**config.mk**
```make
export PLATFORM = sky130hd
export DESIGN_NAME = cut_core_timer
export DESIGN_NICKNAME = d
export VERILOG_FILES = /design/src/verilog/cut_pkg.sv /design/src/verilog/cut_core_timer.sv
export VERILOG_INCLUDE_DIRS = /design/src /design/src/verilog
export SDC_FILE = /design/constraint.sdc
export NUM_CORES = 1
export LEC_CHECK = 0
export ABC_CLOCK_PERIOD_IN_PS = 3100
export BUFFER_PORTS_ARGS = -buffer_cell sky130_fd_sc_hd__buf_2
export CAP_MARGIN = 20
export CORE_MARGIN = 5
export CORE_UTILIZATION = 25
export CTS_CLUSTER_SIZE = 16
export DETAILED_ROUTE_END_ITERATION = 8
export PLACE_DENSITY_LB_ADDON = 0.08
export SETUP_SLACK_MARGIN = 0.02
export SLEW_MARGIN = 20
export SYNTH_ARGS = -nofsm -noshare
export SYNTH_HDL_FRONTEND = slang
export SYNTH_SLANG_ARGS = --single-unit
```
**constraint.sdc**
```tcl
create_clock -name i_clock -period 3.1 [get_ports i_clock]
set_input_delay 0.93 -clock i_clock [delete_from_list [all_inputs] [get_ports i_clock]]
set_output_delay 0.93 -clock i_clock [all_outputs]
set_load 0.005 [all_outputs]
```
**src/verilog/cut_cfg.svh**
```systemverilog
// constants for the core up/down timer
`ifndef CUT_CFG_SVH
`define CUT_CFG_SVH
`define CUT_WIDTH 16
`define CUT_MODE_TIMER 3'h0
`define CUT_MODE_COUNTER 3'h1
`define CUT_MODE_GATE_LOW 3'h2
`define CUT_MODE_GATE_HIGH 3'h3
`define CUT_EDGE_NONE 3'h0
`define CUT_EDGE_RISE 3'h1
`define CUT_EDGE_FALL 3'h2
`define CUT_EDGE_BOTH 3'h3
`define CUT_PRE_WIDTH 11
`define CUT_BASE_SHIFT 3
`define CUT_FAST_SHIFT 2
`define CUT_ALL_ONES 16'hffff
`define CUT_ZERO 16'h0000
`define CUT_PRE_ZERO 11'h000
`endif

```
**src/verilog/cut_pkg.sv**
```systemverilog
// types for the core up/down timer
package cut_pkg;
	typedef enum logic [2:0] {
		cut_timer,
		cut_counter,
		cut_gate_low,
		cut_gate_high,
		cut_unused_4,
		cut_unused_5,
		cut_incr_6,
		cut_incr_7
	} cut_mode_t;
endpackage : cut_pkg

```
**src/verilog/cut_core_timer.sv**
```systemverilog
// core up/down timer with toggle latch and overflow line
`include "cut_cfg.svh"
// Behaviour
// - counts only while run bit set
// - gated mode needs run and active gate
// - run bit also drives remote aux runs
// - software direction: invert bit picks up/down
// - pin direction: equal to invert counts up
// - direction change accepted any time
// - wrap toggles the toggle latch
// - software sets or clears toggle latch
// - toggle pin shows latch when enabled
// - latch routed internally to aux timers
// - wrap pulses the internal overflow line
// - timer mode: prescale 8 (4 with fast prescale bit) times 2^select
// - gated modes low or high active
// - mode bit 0 picks gate level
// - gate edges raise no interrupt
// - counter mode counts pin transitions
// - select field picks count edge
// - count register sixteen bits wide
// - cpu count write beats hardware update
module cut_core_timer (
	input wire logic i_clock,
	input wire logic i_reset,
	input wire logic i_core_run_bit,
	input wire logic [2:0] i_mode_select_field,
	input wire logic [2:0] i_input_select_field,
	input wire logic i_fast_prescale_bit,
	input wire logic i_direction_invert_bit,
	input wire logic i_external_direction_enable,
	input wire logic i_toggle_output_enable,
	input wire logic i_aux_a_remote_run_enable,
	input wire logic i_aux_b_remote_run_enable,
	input wire logic i_latch_write,
	input wire logic i_latch_write_value,
	input wire logic i_count_write,
	input wire logic [`CUT_WIDTH-1:0] i_count_write_value,
	input wire logic i_gate_count_input_pin,
	input wire logic i_direction_input_pin,
	output logic [`CUT_WIDTH-1:0] o_core_timer,
	output logic o_count_down,
	output logic o_overflow_toggle_latch,
	output logic o_toggle_output_pin,
	output logic o_overflow_pulse_line,
	output logic o_aux_a_remote_run,
	output logic o_aux_b_remote_run
);
	logic [1:0] gate_sync_q;
	logic [1:0] dir_sync_q;
	logic gate_prev_q;
	logic [`CUT_PRE_WIDTH-1:0] pre_q;
	logic [`CUT_PRE_WIDTH-1:0] pre_d;
	logic [`CUT_WIDTH-1:0] count_q;
	logic [`CUT_WIDTH-1:0] count_d;
	logic down_q;
	logic down_d;
	logic latch_q;
	logic latch_d;
	logic tout_q;
	logic tout_d;
	logic ofl_q;
	logic ofl_d;
	logic run_a_q;
	logic run_a_d;
	logic run_b_q;
	logic run_b_d;
	logic gate_now;
	logic down_now;
	logic pre_tick;
	logic step;
	logic wrap;
	logic [4:0] shift;
	logic [`CUT_PRE_WIDTH-1:0] pre_last;
	cut_pkg::cut_mode_t mode;

	assign gate_now = gate_sync_q[1];
	assign mode = cut_pkg::cut_mode_t'(i_mode_select_field);

	always_comb begin
		// direction from bit or synchronised pin
		if (i_external_direction_enable) begin
			down_now = dir_sync_q[1] != i_direction_invert_bit;
		end else begin
			down_now = i_direction_invert_bit;
		end
		// divisor 8 or 4 times 2^select
		shift = {2'h0, i_input_select_field} +
			(i_fast_prescale_bit ? 5'(`CUT_FAST_SHIFT) : 5'(`CUT_BASE_SHIFT));
		pre_last = `CUT_PRE_WIDTH'((`CUT_PRE_WIDTH+1)'(1) << shift) - `CUT_PRE_WIDTH'(1);
		pre_tick = pre_q >= pre_last;
		step = 1'b0;
		pre_d = pre_q;
		unique case (mode)
			cut_pkg::cut_timer, cut_pkg::cut_gate_low, cut_pkg::cut_gate_high: begin
				if (i_core_run_bit && (mode == cut_pkg::cut_timer ||
					gate_now == i_mode_select_field[0])) begin
					pre_d = pre_tick ? `CUT_PRE_ZERO : pre_q + `CUT_PRE_WIDTH'(1);
					step = pre_tick;
				end
			end
			cut_pkg::cut_counter: begin
				// selected edges of the synchronised pin
				unique case (i_input_select_field)
					`CUT_EDGE_RISE: step = gate_now && !gate_prev_q;
					`CUT_EDGE_FALL: step = !gate_now && gate_prev_q;
					`CUT_EDGE_BOTH: step = gate_now != gate_prev_q;
					default: step = 1'b0;
				endcase
				step = step && i_core_run_bit;
			end
			default: step = 1'b0;
		endcase
		// wrap at the ends of the range
		wrap = step && (down_now ? count_q == `CUT_ZERO : count_q == `CUT_ALL_ONES);
		count_d = count_q;
		if (i_count_write) begin
			count_d = i_count_write_value;
		end else if (step) begin
			count_d = down_now ? count_q - `CUT_WIDTH'(1) : count_q + `CUT_WIDTH'(1);
		end
		down_d = down_now;
		// hardware toggle wins over software write
		latch_d = latch_q;
		if (wrap) begin
			latch_d = !latch_q;
		end else if (i_latch_write) begin
			latch_d = i_latch_write_value;
		end
		tout_d = i_toggle_output_enable && latch_d;
		ofl_d = wrap;
		run_a_d = i_aux_a_remote_run_enable && i_core_run_bit;
		run_b_d = i_aux_b_remote_run_enable && i_core_run_bit;
	end

	always_ff @(posedge i_clock or posedge i_reset) begin
		if (i_reset) begin
			gate_sync_q <= 2'h0;
			dir_sync_q <= 2'h0;
			gate_prev_q <= 1'b0;
			pre_q <= `CUT_PRE_ZERO;
			count_q <= `CUT_ZERO;
			down_q <= 1'b0;
			latch_q <= 1'b0;
			tout_q <= 1'b0;
			ofl_q <= 1'b0;
			run_a_q <= 1'b0;
			run_b_q <= 1'b0;
		end else begin
			gate_sync_q <= {gate_sync_q[0], i_gate_count_input_pin};
			dir_sync_q <= {dir_sync_q[0], i_direction_input_pin};
			gate_prev_q <= gate_now;
			pre_q <= pre_d;
			count_q <= count_d;
			down_q <= down_d;
			latch_q <= latch_d;
			tout_q <= tout_d;
			ofl_q <= ofl_d;
			run_a_q <= run_a_d;
			run_b_q <= run_b_d;
		end
	end

	// latch itself is the internal route to aux timers
	assign o_core_timer = count_q;
	assign o_count_down = down_q;
	assign o_overflow_toggle_latch = latch_q;
	assign o_toggle_output_pin = tout_q;
	assign o_overflow_pulse_line = ofl_q;
	assign o_aux_a_remote_run = run_a_q;
	assign o_aux_b_remote_run = run_b_q;
endmodule : cut_core_timer

```
==> reports/metrics.yaml, run 1 <==
crit_top_cell: "ha_4"
tightest_slew_ns: 0.621
critical_path_depth: 20
die_h_um: 117
gr-usage-all-layers_pct: 13.0
die_area_mm2: 0.0138
max_cap_violations: 0
grt_max_degree: 39
crit_chain: "buf_8, inv_12, ha_4, inv_2, ha_4, nor2b_4, a21oi_2, inv_2, nand3_2, ha_4, buf_4, xnor2_2, ha_1, a21o_1, a31oi_4, o21bai_4, a31o_4, and2_4, a211o_1, and3_1"
firstDrtPassIters: 4
cts.clk_slew.worst_paths_ns: 0.06
synth_edf_count: 0
cp_slowest_cell: "ha_1"
synth-async-reset-ratio_pct: 100
final_antenna_net_count: 0
detailed_place_hpwl_um: 6830
drive_above_1_share_pct: 41.7
intPower_mw: 1.43
start_util_pct: 25.4
nets: 549
violations: "negative setup slack"
leakagePower_nw: 2.14
pwr-share-comb_pct: 37.5
clock_path_buffers: 2
sequentialPowerShare_pct: 29.9
place_ws_ns: -1.04
gp_congestion: 0.816
cts_hold_buf: 0
power.share.clock_pct: 32.6
grt_antenna_before_repair: 0
grt_pass1_wl_um: 15000
start_kind: "input port"
die_w_um: 117
num_rows: 39
clkLatencyLatePin_ns: 0.28
cp_top_family: "compound AO/OA/AOI/OAI gates"
synth_area_mm2: 0.00289
most-common-layout-cells: "74 x buf_4, 55 x buf_2, 38 x dfrtp_1, 36 x nand2_1, 28 x ha_1"
vdd_drop_max_uv: 217
wirelength_um: 8900
setup_viol_count_final: 30
fin_total_pwr_mw: 2.11
ys_types: 46
timing.hold.ws_ns: 0.347
crit_arrival_ns: 3.85
power_density_mw_per_mm2: 470
hp-class: "reg2reg"
max_slew_margin_pct: 58.2
rsz0062_at_grt: "yes"
yosysSeqAreaShare_pct: 32.9
grt_overflow: 0
numCtsBuffers: 5
ys.flop_type: "dfrtp_1"
syn_nets: 409
synthToLayoutAreaGrowth_pct: 55.4
p_switching_mw: 0.681
layout_commonest_cell: "buf_4"
skew_ns: 0.00444
hold_depth: 0
htree_levels: 2
finalCritPeriodShare_pct: 119
io_pins: 58
fin_crit_ns: 3.68
place.port_buffers: 57
cp_num_buf_inv: 5
drc_errors: 0
rr_worst_depth: 13
first_global_vias: 3045
final_util_pct: 39.5
antennaDiodeCount: 0
drt-vias-per-instance: 4.65
syn_area_per_cell_um2: 8.46
hold_viol: 0
syn_inst: 341
drtIter0Drc: 74
cts_tree: "done"
cp_slowest_stage_delay_ns: 0.33
fin_ws_ns: -0.584
cp.required_ns: 3.27
wl_per_cell_um: 14.2
slew_violations: 0
cts_root_buf: "clkbuf_16"
status: "finished with violations"
cp_max_fo: 4
cts.sinks: 38
critical_path_class: "in2reg"
core_region_area_mm2: 0.0114
vias: 2909
swShare_pct: 32.3
ys.warnings.count: 0
endpoint_kind: "flip-flop"
fmax_ghz: 0.271
synth-seq-cells: 38
final timing paths:
kind | startpoint | slack, ns | end
setup / recovery | i_fast_prescale_bit | -0.58 | o_toggle_output_pin
setup reg to reg | dir_sync_q[1] | 0.20 | o_core_timer[15]
hold reg to reg | dir_sync_q[0] | 0.35 | dir_sync_q[1]
max in group asynchronous | i_reset | 1.99 | o_core_timer[8]
min in group asynchronous | i_reset | 0.76 | o_toggle_output_pin
hold / removal | dir_sync_q[0] | 0.35 | dir_sync_q[1]
flip-flops by register name, indices dropped and copies added, names as in the netlist:
signal	count
dir_sync_q	2
o_count_down	1
o_core_timer	16
o_aux_a_remote_run	1
o_toggle_output_pin	1
o_overflow_pulse_line	1
gate_sync_q	2
pre_q	11
o_overflow_toggle_latch	1
o_aux_b_remote_run	1
gate_prev_q	1
area by class of cell:
type                            instances  area [um^2]
Clock inverter                          3         68.8
Clock buffer                            5          125
Tap cell                              143          179
Timing Repair Buffer                  141         1010
Sequential cell                        38          951
Multi-Input combinational cell        279         2070
Inverter                               16         77.6
Fill cell                            1183         6880
timing repair:
action / in CTS / in global routing
gates resized for setup: 34 / 27
pin swaps: 6 / 13
setup buffers: 5 / 3
cloned: 1 / 1
setup endpoints to repair: 30 / 30
worst reg2reg max path: cells and delay by family, from the launching register on:
kind / cells / cell delay [ns]
fa+ha+maj: 1 / 0.32
xor+xnor: 2 / 0.38
flops: 1 / 0.36
buf+inv: 3 / 0.43
simple gates: 2 / 0.38
compound gates: 5 / 0.96
cell usage after synthesis (2+ instances only):
master     number  area (um^2)
nor4_1          6         37.5
a211oi_1        2         15.0
nand3_1         9         45.0
nand4_1        12         75.1
a211o_1         3         26.3
a21o_1         10         75.1
o21ai_0        19         95.1
xor2_1          9         78.8
xnor2_1        16          140
nand2_1        44          165
nor3_1          5         25.0
clkbuf_1        6         22.5
and3_1          3         18.8
nand2b_1        4         25.0
ha_1           31          388
inv_1          15         56.3
a2bb2oi_1       3         26.3
o21ai_1         2         10.0
nor2_1         35          131
a21oi_1        27          135
dfrtp_1        38          951
and2_1          3         18.8
a31oi_1        11         68.8
nor2b_1         6         37.5
through the flow:
stage	cell area (um^2)	TNS [ns]	std cells
floorplan	2980	-14.72	341
global placement	3960	-25.13	607
detailed placement	3960	-26.54	607
CTS	4340	-12.69	621
global route	4490	-18.97	625
finish	4490	-14.36	625
routing by layer:
| layer | vias up | track usage, % | routed length [um] |
|---|---|---|---|
| met4 | 0 | 2.29 | 96 |
| met2 | 33 | 22.6 | 4390 |
| met3 | 8 | 2.31 | 210 |
| met5 | - | 0 | 0 |
| li1 | 1506 | - | - |
| met1 | 1362 | 16.9 | 4190 |
power by group through the flow:
stage / logic [mW] / clock network [mW] / registers [mW]
finish: 0.790 / 0.687 / 0.630
global placement: 0.724 / 0 / 0.636
CTS: 0.750 / 0.701 / 0.629
global route: 0.885 / 0.722 / 0.640
detailed placement: 0.722 / 0 / 0.636
floorplan: 0.416 / 0 / 0.614
cells by family after synthesis:
| kind of cell | after synthesis | share of synthesized area (%) |
|---|---|---|
| and+or+nand+nor | 132 | 21.6 |
| AOI/OAI and AO/OA | 89 | 20.0 |
| DFF | 38 | 32.9 |
| adders and majority gates | 32 | 14.1 |
| xor gates and xnor gates | 25 | 7.59 |
| buffers and inverters | 24 | 3.42 |
| muxes | 1 | 0.347 |
No activity file was read; power rests on OpenSTA's default activity.
==> inputs of run 2 (changes only) <==
==> constraint.sdc (replaced) <==
create_clock -name i_clock -period 3.1 [get_ports i_clock]
set_input_delay 0.93 -clock i_clock [delete_from_list [all_inputs] [get_ports i_clock]]
set_output_delay 0.93 -clock i_clock [all_outputs]
set_load 0.02 [all_outputs]
==> run 2 against run 1 <==
  * The run still ends with negative setup slack left
  * Setup slack improved by 0.085 ns
  * Die area stayed put
  * Final area shrank 2.1%
  * Routed wire length decreased by 2.6%
  * Total power decreased by 5.8%
  * Register-to-register slack is essentially flat
  * Clock power down 22%
  * Critical path depth is the same
  * Critical path type unchanged
  * Critical endpoint unchanged
  * Largest cell class unchanged
==> reports/metrics.yaml, run 2 (same netlist as run 1, synthesis figures left out) <==
hp-class: "reg2reg"  # unchanged
leakagePower_nw: 2.06  # was 2.14 nW
htree_levels: 2  # unchanged
start_kind: "input port"  # unchanged
layout_commonest_cell: "buf_4"  # unchanged
first_global_vias: 3131  # was 3045
clkLatencyLatePin_ns: 0.28  # about the same
start_util_pct: 25.4  # unchanged
gr-usage-all-layers_pct: 13.1  # was 13.0%
max_cap_violations: 0  # unchanged
largest_reg_flops: 16  # unchanged
violations: "negative setup slack"  # unchanged
wirelength_um: 8670  # was 8900 um
cp_top_family: "compound AO/OA/AOI/OAI gates"  # unchanged
slew_violations: 0  # unchanged
power_density_mw_per_mm2: 452  # was 470 mW/mm^2
cp_slowest_cell: "ha_1"  # unchanged
r2r_slack_ns: 0.21  # was 0.20 ns
reg2reg_to: "o_core_timer[15]"  # unchanged
endpoint_kind: "flip-flop"  # unchanged
drt-vias-per-instance: 4.67  # was 4.65
tns_ns: -11.05  # was -14.36 ns
core_region_area_mm2: 0.0114  # unchanged
cts.sinks: 38  # unchanged
crit_path_start: "i_fast_prescale_bit"  # unchanged
cts_tree: "done"  # unchanged
grt_pass1_wl_um: 15000  # about the same
die_w_um: 117  # unchanged
cts_hold_buf: 0  # unchanged
cp_num_buf_inv: 7  # was 5
crit_chain: "buf_8, inv_12, ha_4, inv_2, ha_4, nor2b_4, a21oi_2, inv_2, buf_4, buf_4, buf_4, a31o_2, ha_1, a21oi_1, o21ai_1, o21bai_4, a31o_4, and2_4, a211o_1, and3_1"  # was buf_8, inv_12, ha_4, inv_2, ha_4, nor2b_4, a21oi_2, inv_2, nand3_2, ha_4, buf_4, xnor2_2, ha_1, a21o_1, a31oi_4, o21bai_4, a31o_4, and2_4, a211o_1, and3_1
status: "finished with violations"  # unchanged
vdd_drop_max_uv: 208  # was 217 uV
rsz0062_at_grt: "yes"  # unchanged
clock_path_buffers: 2  # unchanged
cp_slowest_stage_delay_ns: 0.29  # was 0.33 ns
place.port_buffers: 57  # unchanged
critical_path_depth: 20  # unchanged
setup_viol_count_final: 30  # unchanged
vias: 2891  # was 2909
cts_root_buf: "clkbuf_16"  # unchanged
most-common-layout-cells: "73 x buf_4, 55 x buf_2, 39 x nand2_1, 38 x dfrtp_1, 26 x ha_1"  # was 74 x buf_4, 55 x buf_2, 38 x dfrtp_1, 36 x nand2_1, 28 x ha_1
firstDrtPassIters: 4  # unchanged
rr_worst_depth: 12  # was 13
finalCritPeriodShare_pct: 116  # was 119%
detailed_place_hpwl_um: 6680  # was 6830 um
drive_above_1_share_pct: 40.8  # was 41.7%
max_slew_margin_pct: 56.5  # was 58.2%
cp_max_fo: 4  # unchanged
io_pins: 58  # unchanged
die_h_um: 117  # unchanged
grt_overflow: 0  # unchanged
tightest_slew_ns: 0.646  # was 0.621 ns
hold_viol: 0  # unchanged
numCtsBuffers: 5  # unchanged
nets: 543  # was 549
die_area_mm2: 0.0138  # unchanged
antennaDiodeCount: 0  # unchanged
cp.required_ns: 3.27  # about the same
skew_ns: 0.00719  # was 0.00444 ns
crit_arrival_ns: 3.77  # was 3.85 ns
num_rows: 39  # unchanged
fin_crit_ns: 3.60  # was 3.68 ns
drtIter0Drc: 82  # was 74
timing.hold.ws_ns: 0.349  # was 0.347 ns
fmax_ghz: 0.278  # was 0.271 GHz
crit_top_cell: "buf_4"  # was ha_4
synthToLayoutAreaGrowth_pct: 52.2  # was 55.4%
grt_max_degree: 39  # unchanged
critPathCapture: "o_toggle_output_pin"  # unchanged
final_antenna_net_count: 0  # unchanged
gp_congestion: 0.813  # was 0.816
grt_antenna_before_repair: 0  # unchanged
wl_per_cell_um: 14.0  # was 14.2 um
drc_errors: 0  # unchanged
timing.rr.start: "dir_sync_q[1]"  # unchanged
cts.clk_slew.worst_paths_ns: 0.06  # about the same
critical_path_class: "in2reg"  # unchanged
fin_ws_ns: -0.498  # was -0.584 ns
-- run 2: changes by cell type in the layout (fill, tap and decap cells not counted), moves of 2 or more --
| cell | before | now |
|---|---|---|
| a21oi_1 | 20 | 22 |
| nor2_2 | 9 | 6 |
| buf_6 | 7 | 3 |
| a21oi_2 | 6 | 4 |
| ha_1 | 28 | 26 |
| nand2_1 | 36 | 39 |
| ha_4 | 3 | 5 |
| nor2_4 | 2 | 5 |
| bufinv_16 | 2 | 0 |
| nand2_2 | 7 | 5 |
| o21ai_1 | 10 | 8 |
-- run 2: what timing repair did --
item                                    4_1_cts  5_1_grt
endpoints found under the setup margin       30       30
pin swaps                                    12        7
buffers inserted                              7        0
cloned                                        1        0
resized for setup                            41       18
-- run 2: final cells by class --
type / count / area, um^2
tap: 143 / 179
fill: 1158 / 6980
sequential: 38 / 951
clock inverter: 2 / 12.5
timing repair buffer: 135 / 937
clock buffer: 6 / 139
multi-input combinational: 279 / 2100
inverter: 16 / 72.6
-- run 2: stage by stage --
stage               power [mW]  setup WS (ns)  instances  instance area, um^2  util [%]
finish                    1.98         -0.498        619                 4390      38.6
global route              2.14         -0.682        619                 4390      38.6
CTS                       2.00         -0.512        620                 4320      38.0
detailed placement        1.39          -1.05        604                 3950      34.8
global placement          1.39         -0.958        604                 3950      34.8
floorplan                 1.06         -0.783        341                 2980         -
-- run 2: worst min-delay path by stage --
stage | from | to | cells after the start
6_report | dir_sync_q[0] | dir_sync_q[1] | 0
5_1_grt | dir_sync_q[0] | dir_sync_q[1] | 0
4_1_cts | dir_sync_q[0] | dir_sync_q[1] | 0
3_5_place_dp | gate_sync_q[0] | gate_sync_q[1] | 0
3_3_place_gp | gate_sync_q[0] | gate_sync_q[1] | 0
2_1_floorplan | dir_sync_q[0] | dir_sync_q[1] | 0
-- run 2: layer usage --
layer	wire length, um	GRT usage, %
met1	3880	16.0
met4	159	3.58
met3	233	2.50
met2	4390	23.4
met5	0	0
-- run 2: power by group --
part	internal, mW	switching (mW)
Combinational	0.420	0.404
Sequential	0.549	0.0765
Clock	0.319	0.214
==> inputs of run 3 (changes only) <==
--- a/config.mk
+++ b/config.mk
@@ -13,7 +13,7 @@
 export CORE_UTILIZATION = 25
 export CTS_CLUSTER_SIZE = 16
 export DETAILED_ROUTE_END_ITERATION = 8
-export PLACE_DENSITY_LB_ADDON = 0.08
+export PLACE_DENSITY = 0.53
 export SETUP_SLACK_MARGIN = 0.02
 export SLEW_MARGIN = 20
 export SYNTH_ARGS = -nofsm -noshare
==> run 3 against run 2 <==
  * The run still ends with negative setup slack left
  * First-iteration DRC count grew 23%
  * Sequential power is essentially flat
  * Sequential share of layout area up 0.33 points
  * Hold slack got worse by 0.0017 ns
  * Routed wire length decreased by 2.0%
  * Register-to-register slack hardly changed
  * Clock power fell by 8.1%
  * Via count increased by 1.7%
  * Non-clock buffer count is 4 lower
==> reports/metrics.yaml, run 3 (same netlist as run 1, synthesis figures left out) <==
cts.clk_slew.worst_paths_ns: 0.06  # about the same
vias: 2939  # was 2891
crit_arrival_ns: 3.90  # was 3.77 ns
drc_errors: 0  # unchanged
grt_max_degree: 39  # unchanged
slew_violations: 0  # unchanged
min_to: "dir_sync_q[1]"  # unchanged
first_global_vias: 3161  # was 3131
hp-class: "reg2reg"  # unchanged
endpoint_kind: "flip-flop"  # unchanged
cts_hold_buf: 0  # unchanged
place_ws_ns: -1.06  # was -1.05 ns
wl_met2_um: 4160  # was 4390 um
wl_per_cell_um: 13.8  # was 14.0 um
timing.rr.start: "dir_sync_q[1]"  # unchanged
r2r_slack_ns: 0.20  # was 0.21 ns
drtIter0Drc: 101  # was 82
rr_worst_depth: 12  # unchanged
top_layer: "met4"  # unchanged
tns_ns: -13.58  # was -11.05 ns
max_slew_margin_pct: 29.7  # was 56.5%
fill_cells: 1160  # was 1158
start_util_pct: 25.4  # unchanged
wl_met3_um: 254  # was 233 um
grt_overflow: 0  # unchanged
io_pins: 58  # unchanged
critical_path_class: "in2reg"  # unchanged
fin_ws_ns: -0.595  # was -0.498 ns
swShare_pct: 35.3  # was 35.0%
fmax_ghz: 0.271  # was 0.278 GHz
setup_viol_count_final: 30  # unchanged
cts_root_buf: "clkbuf_16"  # unchanged
power.share.clock_pct: 25.3  # was 26.9%
skew_ns: 0.00408  # was 0.00719 ns
cts.sinks: 38  # unchanged
max_cap_violations: 0  # unchanged
power_density_mw_per_mm2: 448  # was 452 mW/mm^2
status: "finished with violations"  # unchanged
clkLatencyLatePin_ns: 0.28  # about the same
start_kind: "input port"  # unchanged
drive_above_1_share_pct: 39.8  # was 40.8%
num_rows: 39  # unchanged
final_util_pct: 38.1  # was 38.6%
sequentialPowerShare_pct: 32.3  # was 31.6%
pwr-share-comb_pct: 42.4  # was 41.6%
htree_levels: 2  # unchanged
cts_tree: "done"  # unchanged
final_antenna_net_count: 0  # unchanged
die_w_um: 117  # unchanged
wirelength_um: 8490  # was 8670 um
synthToLayoutAreaGrowth_pct: 49.9  # was 52.2%
reg2reg_to: "o_core_timer[15]"  # unchanged
gp_congestion: 0.826  # was 0.813
numCtsBuffers: 5  # unchanged
finalCritPeriodShare_pct: 119  # was 116%
layout_commonest_cell: "buf_4"  # unchanged
nets: 540  # was 543
gr-usage-all-layers_pct: 12.8  # was 13.1%
place.port_buffers: 57  # unchanged
firstDrtPassIters: 4  # unchanged
vdd_drop_max_uv: 222  # was 208 uV
largest_reg_flops: 16  # unchanged
grt_pass1_wl_um: 15000  # about the same
rsz0062_at_grt: "yes"  # unchanged
fin_crit_ns: 3.69  # was 3.60 ns
tightest_slew_ns: 1.04  # was 0.646 ns
hold_depth: 0  # unchanged
violations: "negative setup slack"  # unchanged
antennaDiodeCount: 0  # unchanged
die_area_mm2: 0.0138  # unchanged
hold_start: "dir_sync_q[0]"  # unchanged
cp_max_fo: 7  # was 4
grt_antenna_before_repair: 0  # unchanged
cp.required_ns: 3.30  # was 3.27 ns
core_region_area_mm2: 0.0114  # unchanged
intPower_mw: 1.26  # was 1.29 mW
detailed_place_hpwl_um: 6550  # was 6680 um
leakagePower_nw: 2.03  # was 2.06 nW
drt-vias-per-instance: 4.78  # was 4.67
hold_viol: 0  # unchanged
p_switching_mw: 0.685  # was 0.695 mW
die_h_um: 117  # unchanged
m1WireLength_um: 3900  # was 3880 um
most-common-layout-cells: "66 x buf_4, 55 x buf_2, 38 x dfrtp_1, 37 x nand2_1, 32 x nor2_1"  # was 73 x buf_4, 55 x buf_2, 39 x nand2_1, 38 x dfrtp_1, 26 x ha_1
clock_path_buffers: 2  # unchanged
## run 3: cell types whose count changed in the layout (fill, tap and decap cells not counted), sizes merged
| cell | before | now |
|---|---|---|
| buf | 134 | 131 |
| clkbuf | 7 | 5 |
| clkinv | 1 | 2 |
| clkinvlp | 1 | 0 |
| nor2 | 35 | 36 |
## run 3: cell type report
| class | instances | area, um^2 | share of cell area (%) |
|---|---|---|---|
| multi-input combinational | 280 | 2080 | 48.0 |
| clock inverter | 2 | 10.0 | 0.231 |
| clock buffer | 5 | 125 | 2.89 |
| sequential | 38 | 951 | 22.0 |
| inverter | 16 | 87.6 | 2.02 |
| timing repair buffer | 131 | 900 | 20.8 |
| tap | 143 | 179 | 4.13 |
## run 3: power by group through the flow
| stage | Sequential, mW | Combinational [mW] | Clock (mW) |
|---|---|---|---|
| 2_1_floorplan | 0.645 | 0.415 | 0 |
| 3_3_place_gp | 0.632 | 0.723 | 0 |
| 3_5_place_dp | 0.634 | 0.737 | 0 |
| 4_1_cts | 0.627 | 0.794 | 0.512 |
| 5_1_grt | 0.641 | 0.915 | 0.538 |
| 6_report | 0.628 | 0.823 | 0.490 |
## run 3: metrics by stage
stage	power [mW]	cells	hold WS, ns	area, um^2
2_1_floorplan	1.06	341	0.331	2980
3_3_place_gp	1.36	599	0.332	3890
3_5_place_dp	1.37	599	0.336	3890
4_1_cts	1.93	614	0.349	4260
5_1_grt	2.09	615	0.362	4330
6_report	1.94	615	0.347	4330
## run 3: how the worst max path moves through the flow
stage               depth (start not counted)           startpoint                  end  slack [ns]
global placement                           20  i_fast_prescale_bit  o_toggle_output_pin       -0.92
detailed placement                         20  i_fast_prescale_bit  o_toggle_output_pin       -1.06
floorplan                                  20  i_fast_prescale_bit  o_toggle_output_pin       -0.78
CTS                                        22  i_fast_prescale_bit  o_toggle_output_pin       -0.59
global route                               23  i_fast_prescale_bit      o_core_timer[7]       -0.72
finish                                     23  i_fast_prescale_bit     o_core_timer[15]       -0.59
## run 3: routing by layer
| layer | GRT usage (%) | vias up |
|---|---|---|
| li1 | - | 1486 |
| met1 | 15.7 | 1387 |
| met2 | 22.2 | 53 |
| met3 | 2.55 | 13 |
| met4 | 4.87 | 0 |
| met5 | 0 | - |
## run 3: repair_timing
item / 4_1_cts / 5_1_grt
resized for setup: 40 / 19
buffers inserted: 7 / 1
endpoints found under the setup margin: 30 / 30
cloned: 1 / 0
pin swaps: 32 / 14
## run 3: worst max-delay path: stages
cell,delay (ns)
buf_8,0.09
inv_12,0.03
ha_4,0.16
inv_4,0.05
ha_4,0.15
nor2b_4,0.17
a21oi_4,0.05
inv_2,0.10
nand3_2,0.10
ha_4,0.19
nor2_1,0.09
nand2_1,0.07
a21oi_2,0.12
a31oi_1,0.07
ha_1,0.34
nand2_1,0.06
o21ai_1,0.12
o21bai_4,0.14
a31o_4,0.20
buf_12,0.12
inv_12,0.04
or3_1,0.33
a31oi_1,0.16
